===== config.mk =====
export PLATFORM = sky130hd
export DESIGN_NAME = sncr_node_config
export DESIGN_NICKNAME = d
export VERILOG_FILES = /design/src/common/sncr_pkg.sv /design/src/verilog/sncr_node_config.sv
export SDC_FILE = /design/constraint.sdc
export NUM_CORES = 1
export LEC_CHECK = 0
export BUFFER_PORTS_ARGS = -buffer_cell sky130_fd_sc_hd__buf_2
export CORE_MARGIN = 4
export CORE_UTILIZATION = 60
export CTS_CLUSTER_SIZE = 12
export DETAILED_ROUTE_END_ITERATION = 16
export PLACE_DENSITY = 0.93
export REMOVE_ABC_BUFFERS = 1
export SKIP_CTS_REPAIR_TIMING = 1
export SLEW_MARGIN = 20
export SYNTH_ARGS = -nofsm -noshare
export SYNTH_HDL_FRONTEND = slang
export SYNTH_SLANG_ARGS = --single-unit

===== constraint.sdc =====
create_clock -name clk_sys -period 4.95 [get_ports clk_sys]
set_clock_uncertainty 0.15 [all_clocks]
set_input_delay 0.99 -clock clk_sys [delete_from_list [all_inputs] [get_ports clk_sys]]
set_output_delay 0.99 -clock clk_sys [all_outputs]
set_load 0.05 [all_outputs]

===== src/common/sncr_pkg.sv =====
package sncr_pkg;
	// Register numbers of the node configuration space
	localparam logic [7:0] SNCR_REG_DEV_ID = 8'h00;
	localparam logic [7:0] SNCR_REG_SW_DESC = 8'h01;
	localparam logic [7:0] SNCR_REG_SW_CFG = 8'h04;
	localparam logic [7:0] SNCR_REG_NODE_ID = 8'h05;
	localparam logic [7:0] SNCR_REG_PLL = 8'h06;
	localparam logic [7:0] SNCR_REG_SW_CLK_DIV = 8'h07;
	localparam logic [7:0] SNCR_REG_REF_CLK_DIV = 8'h08;
	localparam logic [7:0] SNCR_REG_SCAN_ID = 8'h09;
	localparam logic [7:0] SNCR_REG_USER_CODE = 8'h0A;
	localparam logic [7:0] SNCR_REG_DIR_LOW = 8'h0C;
	localparam logic [7:0] SNCR_REG_DIR_HIGH = 8'h0D;
	localparam logic [7:0] SNCR_REG_DBG_TILE0 = 8'h10;

	// Switch configuration fields
	localparam int SNCR_CFG_LOCK_ALL_BIT = 31;
	localparam int SNCR_CFG_LOCK_PLL_BIT = 8;
	localparam int SNCR_CFG_HDR_BIT = 0;

	// PLL settings fields
	localparam int SNCR_PLL_NO_RESET_BIT = 31;
	localparam int SNCR_PLL_NO_RELOCK_BIT = 30;
	localparam int SNCR_PLL_BYPASS_BIT = 29;
	localparam int SNCR_PLL_JTAG_BOOT_BIT = 28;
	localparam int SNCR_PLL_OUT_DIV_HI = 25;
	localparam int SNCR_PLL_OUT_DIV_LO = 23;
	localparam int SNCR_PLL_FB_MUL_HI = 20;
	localparam int SNCR_PLL_FB_MUL_LO = 8;
	localparam int SNCR_PLL_IN_DIV_HI = 6;
	localparam int SNCR_PLL_IN_DIV_LO = 0;
	// Writable bits of the PLL settings register
	localparam logic [31:0] SNCR_PLL_WMASK = 32'hF39FFF7F;

	// Debug pin configuration fields
	localparam int SNCR_DBG_DRIVE_BIT = 0;
	localparam int SNCR_DBG_REQ_BIT = 1;

	// Reset values
	localparam logic [31:0] SNCR_PLL_RST = 32'h00000000;
	localparam logic [15:0] SNCR_NODE_ID_RST = 16'h0000;
	localparam logic [15:0] SNCR_SW_CLK_DIV_RST = 16'h0000;
	localparam logic [15:0] SNCR_REF_CLK_DIV_RST = 16'h0003;
	localparam logic [31:0] SNCR_DIR_RST = 32'h00000000;

	// Time allowed after a PLL change before lock is trusted again
	localparam int SNCR_CLK_MHZ = 25;
	localparam int SNCR_PLL_SETTLE_NS = 400;
	localparam int SNCR_PLL_SETTLE_CYC =
		(SNCR_PLL_SETTLE_NS * SNCR_CLK_MHZ + 999) / 1000;
	localparam logic [7:0] SNCR_SETTLE_LAST = 8'(SNCR_PLL_SETTLE_CYC - 1);

	// Cycles after reset release before the boot pins are captured
	localparam logic [1:0] SNCR_BOOT_CAP_CYC = 2'h2;

	typedef enum {
		SNCR_PLL_IDLE,
		SNCR_PLL_SETTLE,
		SNCR_PLL_WAIT_LOCK
	} sncr_pll_state_t;
endpackage : sncr_pkg


===== src/verilog/sncr_node_config.sv =====
`timescale 1ns/100ps

// Overview of operation
// - Identification bits 23:16 show boot pins caught at power-on reset.
// - Identification bits 15:8 give switch revision, bits 7:0 switch version.
// - Description gives link count, switch and device processor counts.
// - Switch configuration bit 31 set blocks all writes to the bank.
// - Switch configuration bit 8 set blocks writes to PLL settings register.
// - Node identifier register holds writable 16-bit id, reset to zero.
// - A PLL settings write resets the tile unless suppressed.
// - PLL write with bit 31 set applies settings without chip reset.
// - PLL write with bit 30 set skips waiting for PLL relock.
// - PLL bit 29 bypasses the PLL for the core clock.
// - PLL bit 28 forces boot from the scan port.
// - Output divider in bits 25:23 holds ratio minus one.
// - Feedback multiplier in bits 20:8 holds ratio minus one.
// - Input divider in bits 6:0 holds ratio minus one.
// - Switch clock divider is a writable 16-bit field resetting to 0.
// - Reference clock divider is a writable 16-bit field resetting to 3.
// - User code register returns user code 31:18 and fixable id 17:0.
// - Route by highest mismatching id bit; low table covers bits 7..0.
// - High direction table covers mismatches in id bits 15..8.
// - Each table packs eight 4-bit directions, lowest dimension in bits 3:0.
// - Debug config bit 0 lets in-debug flag drive the global debug line.
// - Debug config bit 1 lets the global debug line request processor debug.
module sncr_node_config #(
	parameter logic [7:0] SW_REVISION = 8'h00,   // Arbitrary value
	parameter logic [7:0] SW_VERSION = 8'h00,    // Arbitrary value
	parameter logic [7:0] NUM_SERIAL_LINKS = 8'h08,
	parameter logic [7:0] NUM_SW_PROCS = 8'h02,
	parameter logic [7:0] NUM_DEV_PROCS = 8'h02,
	parameter logic [31:0] SCAN_DEVICE_ID = 32'h00000001, // Arbitrary value
	parameter logic [17:0] METAL_ID = 18'h00000,  // Arbitrary value
	parameter logic [31:0] PLL_RESET = sncr_pkg::SNCR_PLL_RST
) (
	input wire logic clk_sys,                   // Switch clock
	input wire logic rst_n,                     // Power-on reset
	input wire logic cfg_wr,                    // Configuration write
	input wire logic cfg_rd,                    // Configuration read
	input wire logic [7:0] cfg_num,             // Register number
	input wire logic [31:0] cfg_wdata,          // Write data
	output logic [31:0] cfg_rdata,              // Read data
	output logic cfg_rack,                      // Read data valid
	output logic cfg_wack,                      // Write completed
	output logic cfg_wdenied,                   // Write had no effect
	input wire logic [7:0] boot_control_pins,   // Boot strap pins
	input wire logic [13:0] otp_user_code,      // Programmed user code
	output logic header_one_byte,               // One-byte headers
	output logic [15:0] node_id,                // Node identifier
	output logic [2:0] pll_out_div,             // Output divider minus one
	output logic [12:0] pll_fb_mul,             // Multiplier minus one
	output logic [6:0] pll_in_div,              // Input divider minus one
	output logic pll_bypass,                    // Core clock bypasses PLL
	output logic boot_from_jtag,                // Forced scan port boot
	input wire logic pll_locked,                // PLL lock indication
	output logic pll_busy,                      // Waiting for relock
	output logic tile_reset,                    // Tile reset request
	output logic [15:0] sw_clk_div,             // Switch clock divider
	output logic [15:0] ref_clk_div,            // Reference clock divider
	input wire logic route_req,                 // Route lookup request
	input wire logic [15:0] route_dest,         // Destination node id
	output logic route_valid,                   // Lookup result valid
	output logic route_local,                   // Destination is this node
	output logic [3:0] route_dir,               // Chosen direction
	input wire logic in_debug_flag,             // Tile is in debug
	input wire logic global_debug_line_n_in,    // Debug line level
	output logic global_debug_line_n_out,       // Debug line drive value
	output logic global_debug_line_n_oe,        // Debug line drive enable
	output logic debug_request                  // Debug request to core
);
	import sncr_pkg::*;

	// Index of the highest set bit; only meaningful for a nonzero word
	function automatic logic [3:0] msb_index(input logic [15:0] v);
		logic [3:0] idx;
		idx = 4'h0;
		for (int i = 0; i < 16; i++) begin
			if (v[i]) begin
				idx = 4'(i);
			end
		end
		return idx;
	endfunction : msb_index

	// Selects the 4-bit direction field for one dimension of a table
	function automatic logic [3:0] dir_field(input logic [31:0] tbl,
			input logic [2:0] dim);
		return tbl[{dim, 2'h0} +: 4];
	endfunction : dir_field

	logic [31:0] sw_cfg_r;
	logic [15:0] node_id_r;
	logic [31:0] pll_r;
	logic [15:0] sw_clk_div_r;
	logic [15:0] ref_clk_div_r;
	logic [31:0] dir_low_r;
	logic [31:0] dir_high_r;
	logic [1:0] dbg_cfg_r;
	logic [7:0] boot_meta_r;
	logic [7:0] boot_sync_r;
	logic [7:0] boot_cap_r;
	logic [1:0] boot_cnt_r;
	logic boot_done_r;
	logic [13:0] otp_meta_r;
	logic [13:0] otp_sync_r;
	logic lock_meta_r;
	logic lock_sync_r;
	logic dbg_meta_r;
	logic dbg_sync_r;
	sncr_pll_state_t pll_state_r;
	sncr_pll_state_t pll_state_nxt;
	logic [7:0] settle_cnt_r;
	logic no_reset_r;
	logic tile_reset_r;
	logic tile_reset_nxt;
	logic [31:0] cfg_rdata_r;
	logic cfg_rack_r;
	logic cfg_wack_r;
	logic cfg_wdenied_r;
	logic route_valid_r;
	logic route_local_r;
	logic [3:0] route_dir_r;
	logic debug_request_r;

	// Write qualification
	wire bank_locked = sw_cfg_r[SNCR_CFG_LOCK_ALL_BIT];
	wire pll_locked_out = sw_cfg_r[SNCR_CFG_LOCK_PLL_BIT];
	wire wr_ok = cfg_wr && !bank_locked;
	wire wr_cfg = wr_ok && (cfg_num == SNCR_REG_SW_CFG);
	wire wr_node = wr_ok && (cfg_num == SNCR_REG_NODE_ID);
	// A PLL write while a relock is pending is dropped, so a half-applied
	// sequence can never stack a second tile reset on the first
	wire wr_pll = wr_ok && (cfg_num == SNCR_REG_PLL) && !pll_locked_out &&
		(pll_state_r == SNCR_PLL_IDLE);
	wire wr_swdiv = wr_ok && (cfg_num == SNCR_REG_SW_CLK_DIV);
	wire wr_refdiv = wr_ok && (cfg_num == SNCR_REG_REF_CLK_DIV);
	wire wr_dlow = wr_ok && (cfg_num == SNCR_REG_DIR_LOW);
	wire wr_dhigh = wr_ok && (cfg_num == SNCR_REG_DIR_HIGH);
	wire wr_dbg = wr_ok && (cfg_num == SNCR_REG_DBG_TILE0);
	wire wr_hit = wr_cfg || wr_node || wr_pll || wr_swdiv || wr_refdiv ||
		wr_dlow || wr_dhigh || wr_dbg;

	// Only the defined fields of the switch configuration are kept
	wire [31:0] sw_cfg_wval = {cfg_wdata[SNCR_CFG_LOCK_ALL_BIT], 22'h000000,
		cfg_wdata[SNCR_CFG_LOCK_PLL_BIT], 7'h00,
		cfg_wdata[SNCR_CFG_HDR_BIT]};
	wire [31:0] pll_wval = cfg_wdata & SNCR_PLL_WMASK;

	// Read selection
	wire [31:0] rd_dev_id = {8'h00, boot_cap_r, SW_REVISION,
		SW_VERSION};
	wire [31:0] rd_desc = {8'h00, NUM_SERIAL_LINKS, NUM_SW_PROCS,
		NUM_DEV_PROCS};
	wire [31:0] rd_user = {otp_sync_r, METAL_ID};
	logic [31:0] rd_mux;
	always_comb begin
		rd_mux = 32'h00000000;
		unique case (cfg_num)
			SNCR_REG_DEV_ID: rd_mux = rd_dev_id;
			SNCR_REG_SW_DESC: rd_mux = rd_desc;
			SNCR_REG_SW_CFG: rd_mux = sw_cfg_r;
			SNCR_REG_NODE_ID: rd_mux = {16'h0000, node_id_r};
			SNCR_REG_PLL: rd_mux = pll_r;
			SNCR_REG_SW_CLK_DIV: rd_mux = {16'h0000, sw_clk_div_r};
			SNCR_REG_REF_CLK_DIV: rd_mux = {16'h0000, ref_clk_div_r};
			SNCR_REG_SCAN_ID: rd_mux = SCAN_DEVICE_ID;
			SNCR_REG_USER_CODE: rd_mux = rd_user;
			SNCR_REG_DIR_LOW: rd_mux = dir_low_r;
			SNCR_REG_DIR_HIGH: rd_mux = dir_high_r;
			SNCR_REG_DBG_TILE0: rd_mux = {30'h00000000, dbg_cfg_r};
			default: rd_mux = 32'h00000000;
		endcase
	end

	// Configuration port: one access per cycle, answered a cycle later
	always_ff @(posedge clk_sys or negedge rst_n) begin
		if (!rst_n) begin
			cfg_rdata_r <= 32'h00000000;
			cfg_rack_r <= 1'b0;
			cfg_wack_r <= 1'b0;
			cfg_wdenied_r <= 1'b0;
		end else begin
			cfg_rack_r <= cfg_rd && !cfg_wr;
			cfg_wack_r <= cfg_wr;
			cfg_wdenied_r <= cfg_wr && !wr_hit;
			if (cfg_rd && !cfg_wr) begin
				cfg_rdata_r <= rd_mux;
			end
		end
	end

	// Writable registers
	always_ff @(posedge clk_sys or negedge rst_n) begin
		if (!rst_n) begin
			sw_cfg_r <= 32'h00000000;
			node_id_r <= SNCR_NODE_ID_RST;
			sw_clk_div_r <= SNCR_SW_CLK_DIV_RST;
			ref_clk_div_r <= SNCR_REF_CLK_DIV_RST;
			dir_low_r <= SNCR_DIR_RST;
			dir_high_r <= SNCR_DIR_RST;
			dbg_cfg_r <= 2'h0;
		end else begin
			if (wr_cfg) begin
				sw_cfg_r <= sw_cfg_wval;
			end
			if (wr_node) begin
				node_id_r <= cfg_wdata[15:0];
			end
			if (wr_swdiv) begin
				sw_clk_div_r <= cfg_wdata[15:0];
			end
			if (wr_refdiv) begin
				ref_clk_div_r <= cfg_wdata[15:0];
			end
			if (wr_dlow) begin
				dir_low_r <= cfg_wdata;
			end
			if (wr_dhigh) begin
				dir_high_r <= cfg_wdata;
			end
			if (wr_dbg) begin
				dbg_cfg_r <= {cfg_wdata[SNCR_DBG_REQ_BIT],
					cfg_wdata[SNCR_DBG_DRIVE_BIT]};
			end
		end
	end

	// PLL settings register
	always_ff @(posedge clk_sys or negedge rst_n) begin
		if (!rst_n) begin
			pll_r <= PLL_RESET;
		end else if (wr_pll) begin
			pll_r <= pll_wval;
		end
	end

	// Relock sequence. The lock flag may still read high from the old
	// setting, so a settle delay passes before it is believed again.
	always_comb begin
		pll_state_nxt = pll_state_r;
		unique case (pll_state_r)
			SNCR_PLL_IDLE: begin
				if (wr_pll && !cfg_wdata[SNCR_PLL_NO_RELOCK_BIT]) begin
					pll_state_nxt = SNCR_PLL_SETTLE;
				end
			end
			SNCR_PLL_SETTLE: begin
				if (settle_cnt_r == SNCR_SETTLE_LAST) begin
					pll_state_nxt = SNCR_PLL_WAIT_LOCK;
				end
			end
			SNCR_PLL_WAIT_LOCK: begin
				if (lock_sync_r) begin
					pll_state_nxt = SNCR_PLL_IDLE;
				end
			end
		endcase
	end

	// Tile reset is held for the whole relock, or one cycle if relock is
	// skipped
	always_comb begin
		tile_reset_nxt = 1'b0;
		if (wr_pll) begin
			tile_reset_nxt = !cfg_wdata[SNCR_PLL_NO_RESET_BIT];
		end else if (pll_state_nxt != SNCR_PLL_IDLE) begin
			tile_reset_nxt = !no_reset_r;
		end
	end

	always_ff @(posedge clk_sys or negedge rst_n) begin
		if (!rst_n) begin
			pll_state_r <= SNCR_PLL_IDLE;
			settle_cnt_r <= 8'h00;
			no_reset_r <= 1'b0;
			tile_reset_r <= 1'b0;
		end else begin
			pll_state_r <= pll_state_nxt;
			tile_reset_r <= tile_reset_nxt;
			if (wr_pll) begin
				no_reset_r <= cfg_wdata[SNCR_PLL_NO_RESET_BIT];
			end
			if (pll_state_r == SNCR_PLL_SETTLE) begin
				settle_cnt_r <= settle_cnt_r + 8'h01;
			end else begin
				settle_cnt_r <= 8'h00;
			end
		end
	end

	// Pin synchronisers
	always_ff @(posedge clk_sys or negedge rst_n) begin
		if (!rst_n) begin
			boot_meta_r <= 8'h00;
			boot_sync_r <= 8'h00;
			otp_meta_r <= 14'h0000;
			otp_sync_r <= 14'h0000;
			lock_meta_r <= 1'b0;
			lock_sync_r <= 1'b0;
			dbg_meta_r <= 1'b1;
			dbg_sync_r <= 1'b1;
		end else begin
			boot_meta_r <= boot_control_pins;
			boot_sync_r <= boot_meta_r;
			otp_meta_r <= otp_user_code;
			otp_sync_r <= otp_meta_r;
			lock_meta_r <= pll_locked;
			lock_sync_r <= lock_meta_r;
			dbg_meta_r <= global_debug_line_n_in;
			dbg_sync_r <= dbg_meta_r;
		end
	end

	// Boot pins are caught once, after the synchroniser has filled, and
	// then frozen until the next power-on reset
	always_ff @(posedge clk_sys or negedge rst_n) begin
		if (!rst_n) begin
			boot_cap_r <= 8'h00;
			boot_cnt_r <= 2'h0;
			boot_done_r <= 1'b0;
		end else if (!boot_done_r) begin
			if (boot_cnt_r == SNCR_BOOT_CAP_CYC) begin
				boot_cap_r <= boot_sync_r;
				boot_done_r <= 1'b1;
			end else begin
				boot_cnt_r <= boot_cnt_r + 2'h1;
			end
		end
	end

	// Route lookup
	wire [15:0] mismatch = route_dest ^ node_id_r;
	wire [3:0] dim = msb_index(mismatch);
	wire [3:0] dir_sel = dim[3] ? dir_field(dir_high_r, dim[2:0]) :
		dir_field(dir_low_r, dim[2:0]);

	always_ff @(posedge clk_sys or negedge rst_n) begin
		if (!rst_n) begin
			route_valid_r <= 1'b0;
			route_local_r <= 1'b0;
			route_dir_r <= 4'h0;
		end else begin
			route_valid_r <= route_req;
			if (route_req) begin
				route_local_r <= (mismatch == 16'h0000);
				route_dir_r <= dir_sel;
			end
		end
	end

	// Debug line is open drain and active low
	always_ff @(posedge clk_sys or negedge rst_n) begin
		if (!rst_n) begin
			debug_request_r <= 1'b0;
		end else begin
			debug_request_r <= dbg_cfg_r[SNCR_DBG_REQ_BIT] &&
				!dbg_sync_r;
		end
	end

	assign global_debug_line_n_out = 1'b0;
	assign global_debug_line_n_oe = dbg_cfg_r[SNCR_DBG_DRIVE_BIT] &&
		in_debug_flag;

	assign cfg_rdata = cfg_rdata_r;
	assign cfg_rack = cfg_rack_r;
	assign cfg_wack = cfg_wack_r;
	assign cfg_wdenied = cfg_wdenied_r;
	assign header_one_byte = sw_cfg_r[SNCR_CFG_HDR_BIT];
	assign node_id = node_id_r;
	assign pll_out_div = pll_r[SNCR_PLL_OUT_DIV_HI:SNCR_PLL_OUT_DIV_LO];
	assign pll_fb_mul = pll_r[SNCR_PLL_FB_MUL_HI:SNCR_PLL_FB_MUL_LO];
	assign pll_in_div = pll_r[SNCR_PLL_IN_DIV_HI:SNCR_PLL_IN_DIV_LO];
	assign pll_bypass = pll_r[SNCR_PLL_BYPASS_BIT];
	assign boot_from_jtag = pll_r[SNCR_PLL_JTAG_BOOT_BIT];
	assign pll_busy = (pll_state_r != SNCR_PLL_IDLE);
	assign tile_reset = tile_reset_r;
	assign sw_clk_div = sw_clk_div_r;
	assign ref_clk_div = ref_clk_div_r;
	assign route_valid = route_valid_r;
	assign route_local = route_local_r;
	assign route_dir = route_dir_r;
	assign debug_request = debug_request_r;
endmodule : sncr_node_config

==> Word-level counts from Yosys, hierarchy flattened <==
Cells that the tools add are included.
{ "word_totals": {"inputBits": 86, "word_cells": 119, "regBits": 287} }
{ "op_classes": {"n_eq_ne": 16, "n_addsub": 2, "bitwise_logic": 3, "n_reduce_logical": 39, "muxes": 26, "shift": 2} }
{ "ops": {"columns": ["cell", "n"], "rows": [
  ["$pmux W32 S12", 1],
  ["$mux W32", 3],
  ["$pmux W32 S3", 1],
  ["$eq A32 B2 Y1 const B", 2],
  ["$logic_not A32 Y1", 2],
  ["$reduce_bool A32 Y1", 2],
  ["$shiftx A32 B6 Y4", 2],
  ["$mux W4", 15],
  ["$eq A8 B4 Y1 const B", 6],
  ["$eq A32 B1 Y1 const B", 1],
  ["$eq A8 B3 Y1 const B", 4],
  ["$logic_and A1 B1 Y1", 16],
  ["$logic_not A16 Y1", 1],
  ["$xor A16 B16 Y16", 1],
  ["$add A8 B1 Y8 const B", 1],
  ["$eq A8 B1 Y1 const B", 1],
  ["$eq A8 B5 Y1 const B", 1],
  ["$logic_not A1 Y1", 8],
  ["$logic_not A8 Y1", 1],
  ["$mux W8", 1],
  ["$logic_or A1 B1 Y1", 7],
  ["$mux W1", 5],
  ["$reduce_and A2 Y1", 2],
  ["$add A2 B1 Y2 const B", 1],
  ["2 further kinds", 3]
]} }

==> Longest topological paths before layout <==
Gate-level depths: netlist (run 1).
{ "depth": {"ltp_word": 18, "ltp_mapped": 9, "depth_no_buf": 7} }

==> Worst setup path before layout (run 1) <==
OpenSTA, ideal clock, no wires.
{ "synth_timing": {"path_type": "input to register", "startpoint": "input port route_dest[14]", "endpoint": "register route_dir_r[0], in the netlist route_dir[0]", "setup_time_ns": 0.139, "path_stages": 8, "slack_ns": 1.767, "t_required_ns": 4.661, "path_buffers": 1, "arrival_ns": 2.894, "path_cell_list": "xor2_1 -> nor2_1 -> nand2_1 -> nor2_2 -> buf_2 -> mux4_2 -> a22oi_1 -> o221ai_1"} }
{ "synth_between": {"elab_chain_len": 5, "elab_cells_between_ends": 6, "classes_between": "shift: 2; mux: 3; bitwise: 1"} }
{ "synth_lines": {"columns": ["element", "line_no", "rtl"], "rows": [
  ["from (decl)", "sncr_node_config.sv:61", "input wire logic [15:0] route_dest,"],
  ["$xor A16 B16 Y16 *", "sncr_node_config.sv:332", "wire [15:0] mismatch = route_dest ^ node_id_r;"],
  ["$mux W4 * (2 in a row)", "sncr_node_config.sv:78", "if (v[i]) begin"],
  ["$shiftx A32 B6 Y4", "sncr_node_config.sv:88", "return tbl[{dim, 2'h0} +: 4];"],
  ["$mux W4 *", "sncr_node_config.sv:334", "wire [3:0] dir_sel = dim[3] ? dir_field(dir_high_r, dim[2:0]) :"],
  ["to (signal assigned)", "sncr_node_config.sv:346", "route_dir_r <= dir_sel;"],
  ["to (decl)", "sncr_node_config.sv:122", "logic [3:0] route_dir_r;"]
]} }
Every way passes the cells marked *; elsewhere a longest branch is shown, timed or not.
A chain may end at the register's enable or synchronous reset.

==> Worst setup path in the final report (run 1) <==
{ "layout_timing": {"startpoint": "register pll_state_r[17]", "endpoint": "output port pll_busy"} }
{ "layout_between": {"elab_chain_len": 1} }
{ "layout_lines": {"columns": ["element", "line_no", "rtl"], "rows": [
  ["from (decl)", "sncr_node_config.sv:110", "sncr_pll_state_t pll_state_r;"],
  ["from (signal assigned)", "sncr_node_config.sv:278", "pll_state_r <= pll_state_nxt;"],
  ["$reduce_bool A32 Y1", "sncr_node_config.sv:376", "assign pll_busy = (pll_state_r != SNCR_PLL_IDLE);"],
  ["to (decl)", "sncr_node_config.sv:56", "output logic pll_busy,"]
]} }
No other way between the ends.

==> results of run 1 <==
==> state kept, by name (all words and copies together), names as in the netlist, 14 cells and up <==
signal,count
pll_state_r,32
otp_sync_r,14
node_id,16
pll_r,26
ref_clk_div,16
otp_meta_r,14
cfg_rdata,32
dir_high_r,32
dir_low_r,32
sw_clk_div,16
==> final cells by class <==
type,instances,area [sq um]
Multi-Input combinational cell,486,4140
Clock inverter,2,38.8
Antenna cell,2,5.00
Inverter,11,41.3
Sequential cell,286,7160
Fill cell,1219,5710
Timing Repair Buffer,219,1170
Tap cell,265,332
Clock buffer,42,865
==> power by group through the flow <==
| stage | Sequential [mW] | Combinational [mW] | Clock, mW |
|---|---|---|---|
| 2_1_floorplan | 2.75 | 0.153 | 0 |
| 3_3_place_gp | 2.56 | 0.568 | 0 |
| 3_5_place_dp | 2.57 | 0.581 | 0 |
| 4_1_cts | 2.53 | 0.587 | 2.13 |
| 5_1_grt | 2.54 | 0.620 | 2.23 |
| 6_report | 2.53 | 0.583 | 2.10 |
==> metrics by stage <==
stage | total power [mW] | hold slack, ns | util, %
floorplan | 2.91 | 0.181 | -
global placement | 3.13 | 0.182 | 66.0
detailed placement | 3.15 | 0.185 | 66.0
CTS | 5.24 | 0.198 | 70.6
global route | 5.39 | 0.200 | 70.7
finish | 5.21 | 0.195 | 70.7
==> final timing paths <==
check | startpoint | endpoint | cells past startpoint
setup / recovery | pll_state_r[17] | pll_busy | 5
hold / removal | boot_meta_r[4] | boot_sync_r[4] | 0
setup reg to reg | node_id[11] | route_dir[0] | 7
hold reg to reg | boot_meta_r[4] | boot_sync_r[4] | 0
max in group asynchronous | rst_n | otp_sync_r[11] | 2
min in group asynchronous | rst_n | ref_clk_div[4] | 1
==> cell usage in the layout, fill, tap and decap left out, types with 3 or more instances in the layout <==
| cell | n |
|---|---|
| a21oi_1 | 9 |
| a221oi_1 | 15 |
| a222oi_1 | 17 |
| a22oi_1 | 30 |
| a31oi_1 | 26 |
| and2_1 | 3 |
| and3_1 | 7 |
| buf_2 | 203 |
| buf_4 | 13 |
| clkbuf_1 | 4 |
| clkbuf_16 | 29 |
| clkbuf_8 | 9 |
| dfrtp_1 | 282 |
| dfstp_2 | 4 |
| ha_1 | 3 |
| inv_1 | 10 |
| mux2_1 | 99 |
| mux2_2 | 52 |
| mux2i_1 | 7 |
| mux4_1 | 4 |
| mux4_2 | 12 |
| nand2_1 | 39 |
| nand2b_1 | 5 |
| nand3_1 | 7 |
| nand4_1 | 4 |
| nor2_1 | 50 |
| nor2b_1 | 4 |
| nor3_1 | 5 |
| nor3_2 | 3 |
| nor4_1 | 10 |
| o21ai_0 | 12 |
| o21ai_1 | 4 |
| o221ai_1 | 3 |
| xnor2_1 | 10 |
| xor2_1 | 15 |
==> cells in the mapped netlist, drive strengths merged (5+ instances only) <==
library cell  instances  share of area [%]
a21oi                 9               0.38
a221oi               15                1.1
a222oi               17                1.4
a22oi                31                2.0
a31oi                26                1.4
and3                  7               0.37
buf                  48                2.8
clkbuf               49                1.6
dfrtp               282                 60
inv                  10               0.32
mux2                151                 14
mux2i                 7               0.59
mux4                 16                3.2
nand2                41                1.3
nand2b                5               0.26
nand3                 7               0.30
nor2                 52                1.7
nor3                  8               0.46
nor4                 10               0.53
o21ai                17               0.75
xnor2                10               0.74
xor2                 15                1.1
==> worst max-delay path: stages (launching register included) <==
cell and delay (ns):
dfrtp_1 0.37, nor4_1 0.38, nand4_1 0.22, nor3_1 0.53
nand2b_1 0.15, buf_2 0.24
==> metal layers <==
layer | routed length, um | vias up | global-route usage [%]
met5 | 13 | - | 0
met4 | 1030 | 2 | 10.2
met3 | 2350 | 71 | 5.64
met2 | 14800 | 421 | 44.1
met1 | 11800 | 4100 | 36.1
li1 | - | 3484 | -
==> cell families after synthesis <==
kind of cell / share of synthesized area (%)
other: 0.0316
muxes: 18.1
adders and majority gates: 0.317
buffers and inverters: 4.67
DFF: 60.4
AOI/OAI and AO/OA: 8.20
and+or+nand+nor: 6.39
xor gates and xnor gates: 1.85
==> flow_metrics.tcl, run 1 <==
set metrics [dict create \
    hpwl_um 19800 \
    min_period_over_period_pct 72.4 \
    first_pass_iters 8 \
    peakVddDrop_v 0.000299 \
    core_sq_um 19500 \
    synth.ff_latch_count 286 \
    dieHeight_um 149 \
    rsz0062_at_grt "false" \
    clk_pin_slew_ns 0.06 \
    min_path_type "flip-flop to flip-flop" \
    clkLatencyLatePin_ns 0.54 \
    finalCriticalPeriod_ns 3.58 \
    drt-wirelength-per-cell_um 22.9 \
    gr-usage-all-layers_pct 27.0 \
    grt_overflow 0 \
    synth_enable_flop_cells 0 \
    async_reset_ff_share_pct 100 \
    placedCellCount 1267 \
    seq_area_frac_synth_pct 60.4 \
    htreeDepth 1 \
    cts-root-buf "clkbuf_16" \
    place.port_buffers 204 \
    syn_inst 880 \
    ys_types 60 \
    slew_headroom_pct 26.0 \
    ant_nets 0 \
    worst_ep_arrival_time_ns 2.44 \
    areaGrowthSynthToFinish_pct 16.1 \
    switching_share_pct 26.1 \
    seqPwrFrac_pct 48.5 \
    synthesis.area_sq_um 11900 \
    p_clk_share_pct 40.3 \
    fmax_mhz 279 \
    drc 0 \
    place_ws_ns 0.820 \
    grt_pass1_wl_um 46800 \
    rows 51 \
    num_io_pins 206 \
    final_area_sq_um 13800 \
    p_per_area_nw_per_um2 379 \
    layout.cells.non_filler 1313 \
    numCtsBuffers 29 \
    vias 8078 \
    r2r_slack_ns 1.54 \
    grt_max_degree 111 \
    fp.dieW_um 149 \
    cp-start-kind "flip-flop" \
    finalWorstSetupSlack_ns 1.37 \
    place_area_sq_um 12800 \
    cts_sinks 286 \
    switchingPower_mw 1.36 \
    wl_um 30000 \
    hold_viol_final 0 \
    route.detailed.vias_per_inst 6.15 \
    initial_utilization_pct 60.9 \
    worstSetupEndpointType "output pin" \
    maxCapViolCount 0 \
    slew_viol_final 0 \
    required_ns 3.81 \
    internal_power_mw 3.85 \
    grt_pass1_vias 8415 \
    cts_tree "built" \
    drtIter0Drc 817 \
    die_area_sq_um 22100 \
    worstSetupPathType "flip-flop to output pin" \
    worst_pin_slew_ns 1.10 \
    drive_gt1_share_pct 32.7 \
    crit_fanout 4 \
    finalSetupViolCount 0 \
    yosys_warnings 0 \
    synth_area_per_cell_sq_um 13.5 \
    clock_path_buffers 3 \
    outcome "complete, no violations" \
    synthFlopType "dfrtp_1" \
    grt_antenna_before_repair 3 \
    place_congestion 0.841 \
    final_nets 1122 \
    leakagePower_nw 6.91 \
    tns_ns 0 \
    p_comb_share_pct 11.2 \
]
Power figures use the tool's default switching activity.
==> inputs of run 2 (changes only) <==
Settings changed: CORE_UTILIZATION 60 to 56, PLACE_DENSITY 0.93 to 0.88.
Clock period 4.95 ns to 3.5 ns, I/O delays scaled along.
==> run 2 against run 1 <==
Worst setup slack worse by 1.0 ns. Worst hold slack worse by 0.18 ns. Register-to-register slack worse by 0.90 ns. Non-clock buffer count up 14. Global-route usage down 1.9 points. First-iteration DRC count down 16%. Cell count up 1.6%. Wire length down 0.65%. Clock power up 38%. Sequential cell count unchanged. Critical path depth unchanged. Sequential power up 41%. Critical path type unchanged. Largest cell class unchanged.
==> flow_metrics.tcl, run 2 (synthesized netlist as in run 1, its figures left out) <==
set metrics [dict create \
    slew_viol_final 0 \
    min_period_over_period_pct 90.0 \
    areaGrowthSynthToFinish_pct 16.9 \
    grt_overflow 0 \
    outcome "complete, no violations" \
    maxCapViolCount 0 \
    crit_fanout 4 \
    hpwl_um 20200 \
    dieHeight_um 153 \
    clkLatencyLatePin_ns 0.54 \
    core_sq_um 20500 \
    place.port_buffers 204 \
    required_ns 2.65 \
    ant_nets 0 \
    numCtsBuffers 29 \
    fmax_mhz 318 \
    initial_utilization_pct 57.8 \
    drtIter0Drc 687 \
    slew_headroom_pct 51.1 \
    grt_pass1_vias 8356 \
    r2r_slack_ns 0.64 \
    critPathSlowestCell "nor3_1" \
    first_pass_iters 6 \
    cp-start-kind "flip-flop" \
    finalCriticalPeriod_ns 3.15 \
    reg2reg_to "route_dir[1]" \
    rsz0062_at_grt "false" \
    clk_pin_slew_ns 0.06 \
    drc 0 \
    tns_ns 0 \
    cts-root-buf "clkbuf_16" \
    num_io_pins 206 \
    whs_ns 0.0182 \
    gr-usage-all-layers_pct 25.1 \
    p_clk_share_pct 39.6 \
    worst_pin_slew_ns 0.732 \
    ff2ff_path_depth 9 \
    worstSetupPathType "flip-flop to output pin" \
    most-common-layout-cells "282 x dfrtp_1, 203 x buf_2, 99 x mux2_1, 52 x mux2_2, 50 x nor2_1" \
    grt_max_degree 90 \
    drive_gt1_share_pct 33.3 \
    final_nets 1136 \
    finalSetupViolCount 0 \
    r2r-start "node_id[11]" \
    die_area_sq_um 23600 \
    peakVddDrop_v 0.000425 \
    grt_antenna_before_repair 2 \
    cts_sinks 286 \
    grt_pass1_wl_um 47200 \
    p_comb_share_pct 11.4 \
    place_congestion 0.855 \
    min_path_type "primary input to asynchronous set/reset pin" \
    internal_power_mw 5.39 \
    cp_slowest_stage_delay_ns 0.50 \
    vias 8012 \
    switching_share_pct 26.1 \
    worst_ep_arrival_time_ns 2.30 \
    crit_chain "nor4_1, nand4_1, nor3_1, nand2b_1, buf_2" \
    clock_path_buffers 3 \
    route.detailed.vias_per_inst 6.01 \
    worstSetupEndpointType "output pin" \
    switchingPower_mw 1.90 \
    drt-wirelength-per-cell_um 22.4 \
    cts_tree "built" \
    fp.dieW_um 153 \
    htreeDepth 1 \
    seqPwrFrac_pct 49.0 \
    p_per_area_nw_per_um2 526 \
    rows 52 \
    wl_um 29800 \
    hold_viol_final 0 \
    leakagePower_nw 6.97 \
    final_common_cell "dfrtp_1" \
]
## run 2: changes by cell type in the layout (fill, tap and decap cells not counted), moves of 2 or more
cell | previous run | this run
buf_12 | 2 | 4
clkbuf_1 | 4 | 10
buf_4 | 13 | 25
clkbuf_8 | 9 | 5
clkinv_2 | 0 | 2
## run 2: how the worst max path moves through the flow
stage                          startpoint            to  slack (ns)  cells past startpoint
after detailed placement   route_dest[10]  route_dir[0]        0.34                      9
final                      pll_state_r[2]      pll_busy        0.35                      5
after global placement     route_dest[10]  route_dir[0]        0.41                      9
after CTS                 pll_state_r[17]      pll_busy        0.35                      5
after global routing       pll_state_r[3]      pll_busy        0.24                      5
after floorplan                cfg_num[5]    no_reset_r       -0.26                      5
## run 2: layout make-up
| class | count | area, sq um |
|---|---|---|
| fillers | 1450 | 6640 |
| multi-input cells | 486 | 4140 |
| diodes | 1 | 2.50 |
| inverters | 11 | 41.3 |
| flip-flops and latches | 286 | 7160 |
| clock buffers | 44 | 832 |
| well taps | 270 | 338 |
| repair buffers | 233 | 1300 |
| clock inverters | 3 | 40.0 |
## run 2: power groups by stage
stage	sequential (mW)	clock (mW)	combinational [mW]
3_5_place_dp	3.63	0	0.834
5_1_grt	3.59	3.09	0.887
2_1_floorplan	3.89	0	0.216
6_report	3.57	2.89	0.833
4_1_cts	3.57	2.93	0.838
3_3_place_gp	3.62	0	0.817
## run 2: routing by layer
metal / track usage [%] / part of all wire, %
met5: 0 / 0.044
met4: 7.74 / 2.9
met3: 5.37 / 7.9
met2: 42.2 / 49
met1: 33.0 / 40
## run 2: through the flow
stage	instances	util, %	setup WS [ns]	instance area (sq um)	power, mW
6_report	1334	67.6	0.351	13900	7.30
5_1_grt	1333	67.6	0.241	13900	7.56
4_1_cts	1333	67.6	0.352	13900	7.34
3_5_place_dp	1286	63.4	0.339	13000	4.47
3_3_place_gp	1286	63.4	0.412	13000	4.44
2_1_floorplan	783	-	-0.261	11300	4.11
## run 2: worst max-delay path, delay by kind of cell (launching register included)
kind / cells / cell delay (ns)
AND/OR/NAND/NOR: 4 / 1.16
flip-flops: 1 / 0.40
buffers and inverters: 1 / 0.23
==> inputs of run 3 (changes only) <==
Settings changed: ABC_AREA set to 1, PLACE_DENSITY 0.88 to 0.87.
==> run 3 against run 2 <==
Count of clock-buffer cells in the layout down 5. Utilization fell by 0.43 points. Sequential cell count is the same. Register-to-register slack improved by 0.35 ns. Sequential share of layout area is 1.6 points lower. Wire length up 19%. Area after synthesis grew 3.8%. Worst setup slack improved by 0.16 ns. Clock power about the same. Sequential power is 6% lower. Synthesized cell count increased by 50%. Largest cell class unchanged.
==> flow_metrics.tcl, run 3 <==
set metrics [dict create \
    hold_viol_final 0 \
    finalSetupViolCount 0 \
    synth_area_per_cell_sq_um 9.32 \
    dieHeight_um 156 \
    critPathSlowestCell "dfrtp_1" \
    gr-usage-all-layers_pct 28.8 \
    final_common_cell "dfrtp_1" \
    yosys_warnings 0 \
    drive_gt1_share_pct 21.4 \
    crit_fanout 3 \
    slew_headroom_pct 41.4 \
    htreeDepth 1 \
    maxCapViolCount 0 \
    worstSetupPathType "flip-flop to output pin" \
    syn_inst 1320 \
    seq_area_frac_synth_pct 58.2 \
    grt_pass1_vias 10300 \
    critPathBufInv 2 \
    areaGrowthSynthToFinish_pct 16.3 \
    crit_chain "or2_1, nor3_2, nand2_1, nor3_1, inv_1, buf_2" \
    fmax_mhz 335 \
    finalPower_mw 6.57 \
    cp_slowest_stage_delay_ns 0.37 \
    wl_um 35400 \
    rows 53 \
    core_sq_um 21300 \
    slew_viol_final 0 \
    initial_utilization_pct 57.8 \
    vias 10400 \
    ys_types 47 \
    min_path_type "primary input to asynchronous set/reset pin" \
    clkLatencyLatePin_ns 0.54 \
    fillers 1579 \
    reg2reg_to "route_dir[3]" \
    whs_ns 0.0466 \
    cpLargestDelayFamily "simple AND/OR/NAND/NOR gates" \
    synth_commonest_cells "282 x dfrtp_1, 278 x nand2_1, 181 x o21ai_0" \
    rsz0062_at_grt "false" \
    grt_overflow 0 \
    cts-root-buf "clkbuf_16" \
    place_ws_ns 0.481 \
    ant_nets 0 \
    grt_max_degree 96 \
    first_pass_iters 5 \
    finalCriticalPeriod_ns 2.99 \
    grt_antenna_before_repair 0 \
    outcome "complete, no violations" \
    clock_path_buffers 3 \
    p_per_area_nw_per_um2 460 \
    synthesis.area_sq_um 12300 \
    peakVddDrop_v 0.000342 \
    ff2ff_path_depth 22 \
    r2r-start "node_id[1]" \
    most-common-layout-cells "282 x dfrtp_1, 277 x nand2_1, 203 x buf_2, 181 x o21ai_0, 126 x inv_1" \
    route.detailed.vias_per_inst 5.88 \
    min_period_over_period_pct 85.4 \
    worst_pin_slew_ns 0.878 \
    crit_start "pll_state_r[12]" \
    cp-start-kind "flip-flop" \
    numCtsBuffers 29 \
    required_ns 2.65 \
    async_reset_ff_share_pct 100 \
    cp_num_cells 6 \
    crit_end "pll_busy" \
    place.port_buffers 204 \
    num_io_pins 206 \
    hpwl_um 24300 \
    cts_tree "built" \
    drc 0 \
    final_nets 1567 \
    worstSetupEndpointType "output pin" \
    grt_pass1_wl_um 55400 \
    clk_pin_slew_ns 0.06 \
    synth.top_cell.area_share_pct 57.4 \
    diodes 0 \
    synth_enable_flop_cells 0 \
    synth.ff_latch_count 286 \
    cts_sinks 286 \
    fp.dieW_um 156 \
    drtIter0Drc 956 \
    place_area_sq_um 13500 \
    finalWorstSetupSlack_ns 0.511 \
    yosysTopAreaCell "dfrtp_1" \
    leakagePower_nw 7.39 \
    synth_area_leaders "dfrtp_1 57%, nand2_1 8.5%, o21ai_0 7.4%" \
    yosysMostFrequentCell "dfrtp_1" \
    final_area_sq_um 14300 \
    r2r_slack_ns 0.99 \
    synthFlopType "dfrtp_1" \
    worst_ep_arrival_time_ns 2.14 \
    drt-wirelength-per-cell_um 20.0 \
    die_area_sq_um 24400 \
    place_congestion 0.929 \
]
==> run 3: changes by cell type in the layout (fill, tap and decap cells not counted), moves of 36 or more <==
cell     change
inv_1      +116
mux2_1      -99
mux2_2      -36
nand2_1    +239
nand3_1     +51
o21ai_0    +169
==> run 3: cell type report <==
type	instances	area [sq um]	area share [%]
Tap cell	275	344	2.41
Multi-Input combinational cell	792	4120	28.8
Inverter	136	510	3.57
Sequential cell	286	7160	50.1
Clock inverter	6	58.8	0.411
Timing Repair Buffer	233	1310	9.17
Clock buffer	39	793	5.55
==> run 3: cell families after synthesis <==
| family | share of synthesized area (%) |
|---|---|
| AO/OA/AOI/OAI | 13.3 |
| XOR/XNOR | 1.35 |
| adder cells (fa/ha/maj) | 0.305 |
| buffers and inverters | 8.40 |
| flip-flops | 58.2 |
| multiplexers | 2.44 |
| other | 0.0305 |
| AND/OR/NAND/NOR | 15.9 |
==> run 3: how the worst min path moves through the flow <==
stage | startpoint | to | slack (ns)
after floorplan | boot_meta_r[0] | boot_sync_r[0] | 0.18
after global placement | boot_meta_r[7] | boot_sync_r[7] | 0.18
after detailed placement | boot_meta_r[2] | boot_sync_r[2] | 0.18
after CTS | rst_n | pll_state_r[27] | 0.08
after global routing | global_debug_line_n_in | dbg_meta_r | 0.09
final | rst_n | dir_high_r[23] | 0.05
==> run 3: worst register-to-register path, stage by stage, from the launching register on <==
cell     delay (ns)
dfrtp_1        0.42
inv_1          0.07
nand2_1        0.04
nand2_1        0.13
nand2_1        0.07
nand2_1        0.05
nand2_1        0.04
nand2_1        0.06
nand2_1        0.05
nand2_1        0.07
nand2_1        0.06
nand2_1        0.12
nand2_1        0.07
nand2_1        0.06
nand2_1        0.06
nand2_2        0.09
nand2_4        0.14
nand2_4        0.23
nand2_1        0.09
nand3_1        0.09
nand3_1        0.11
nand3_1        0.10
nand2_1        0.05
==> run 3: per-stage QoR <==
step / std cells / utilization [%] / TNS (ns)
after floorplan: 1214 / - / -0.151
after detailed placement: 1722 / 63.2 / 0
after global placement: 1722 / 63.2 / 0
after global routing: 1767 / 67.2 / 0
final: 1767 / 67.2 / 0
after CTS: 1767 / 67.2 / 0
==> run 3: routing by layer <==
| layer | vias to the layer above | GRT usage (%) | wire [um] |
|---|---|---|---|
| li1 | 4650 | - | - |
| met1 | 4991 | 38.5 | 13400 |
| met2 | 629 | 46.0 | 16600 |
| met3 | 122 | 6.44 | 3800 |
| met4 | 0 | 11.9 | 1560 |
| met5 | - | 0 | 0 |
==> run 3: power breakdown <==
part	total (mW)	internal (mW)	leakage, nW	switching, mW
clock	2.86	1.64	0.422	1.22
sequential	3.37	3.35	3.60	0.0172
combinational	0.342	0.0965	3.36	0.246
total	6.57	5.08	7.39	1.49
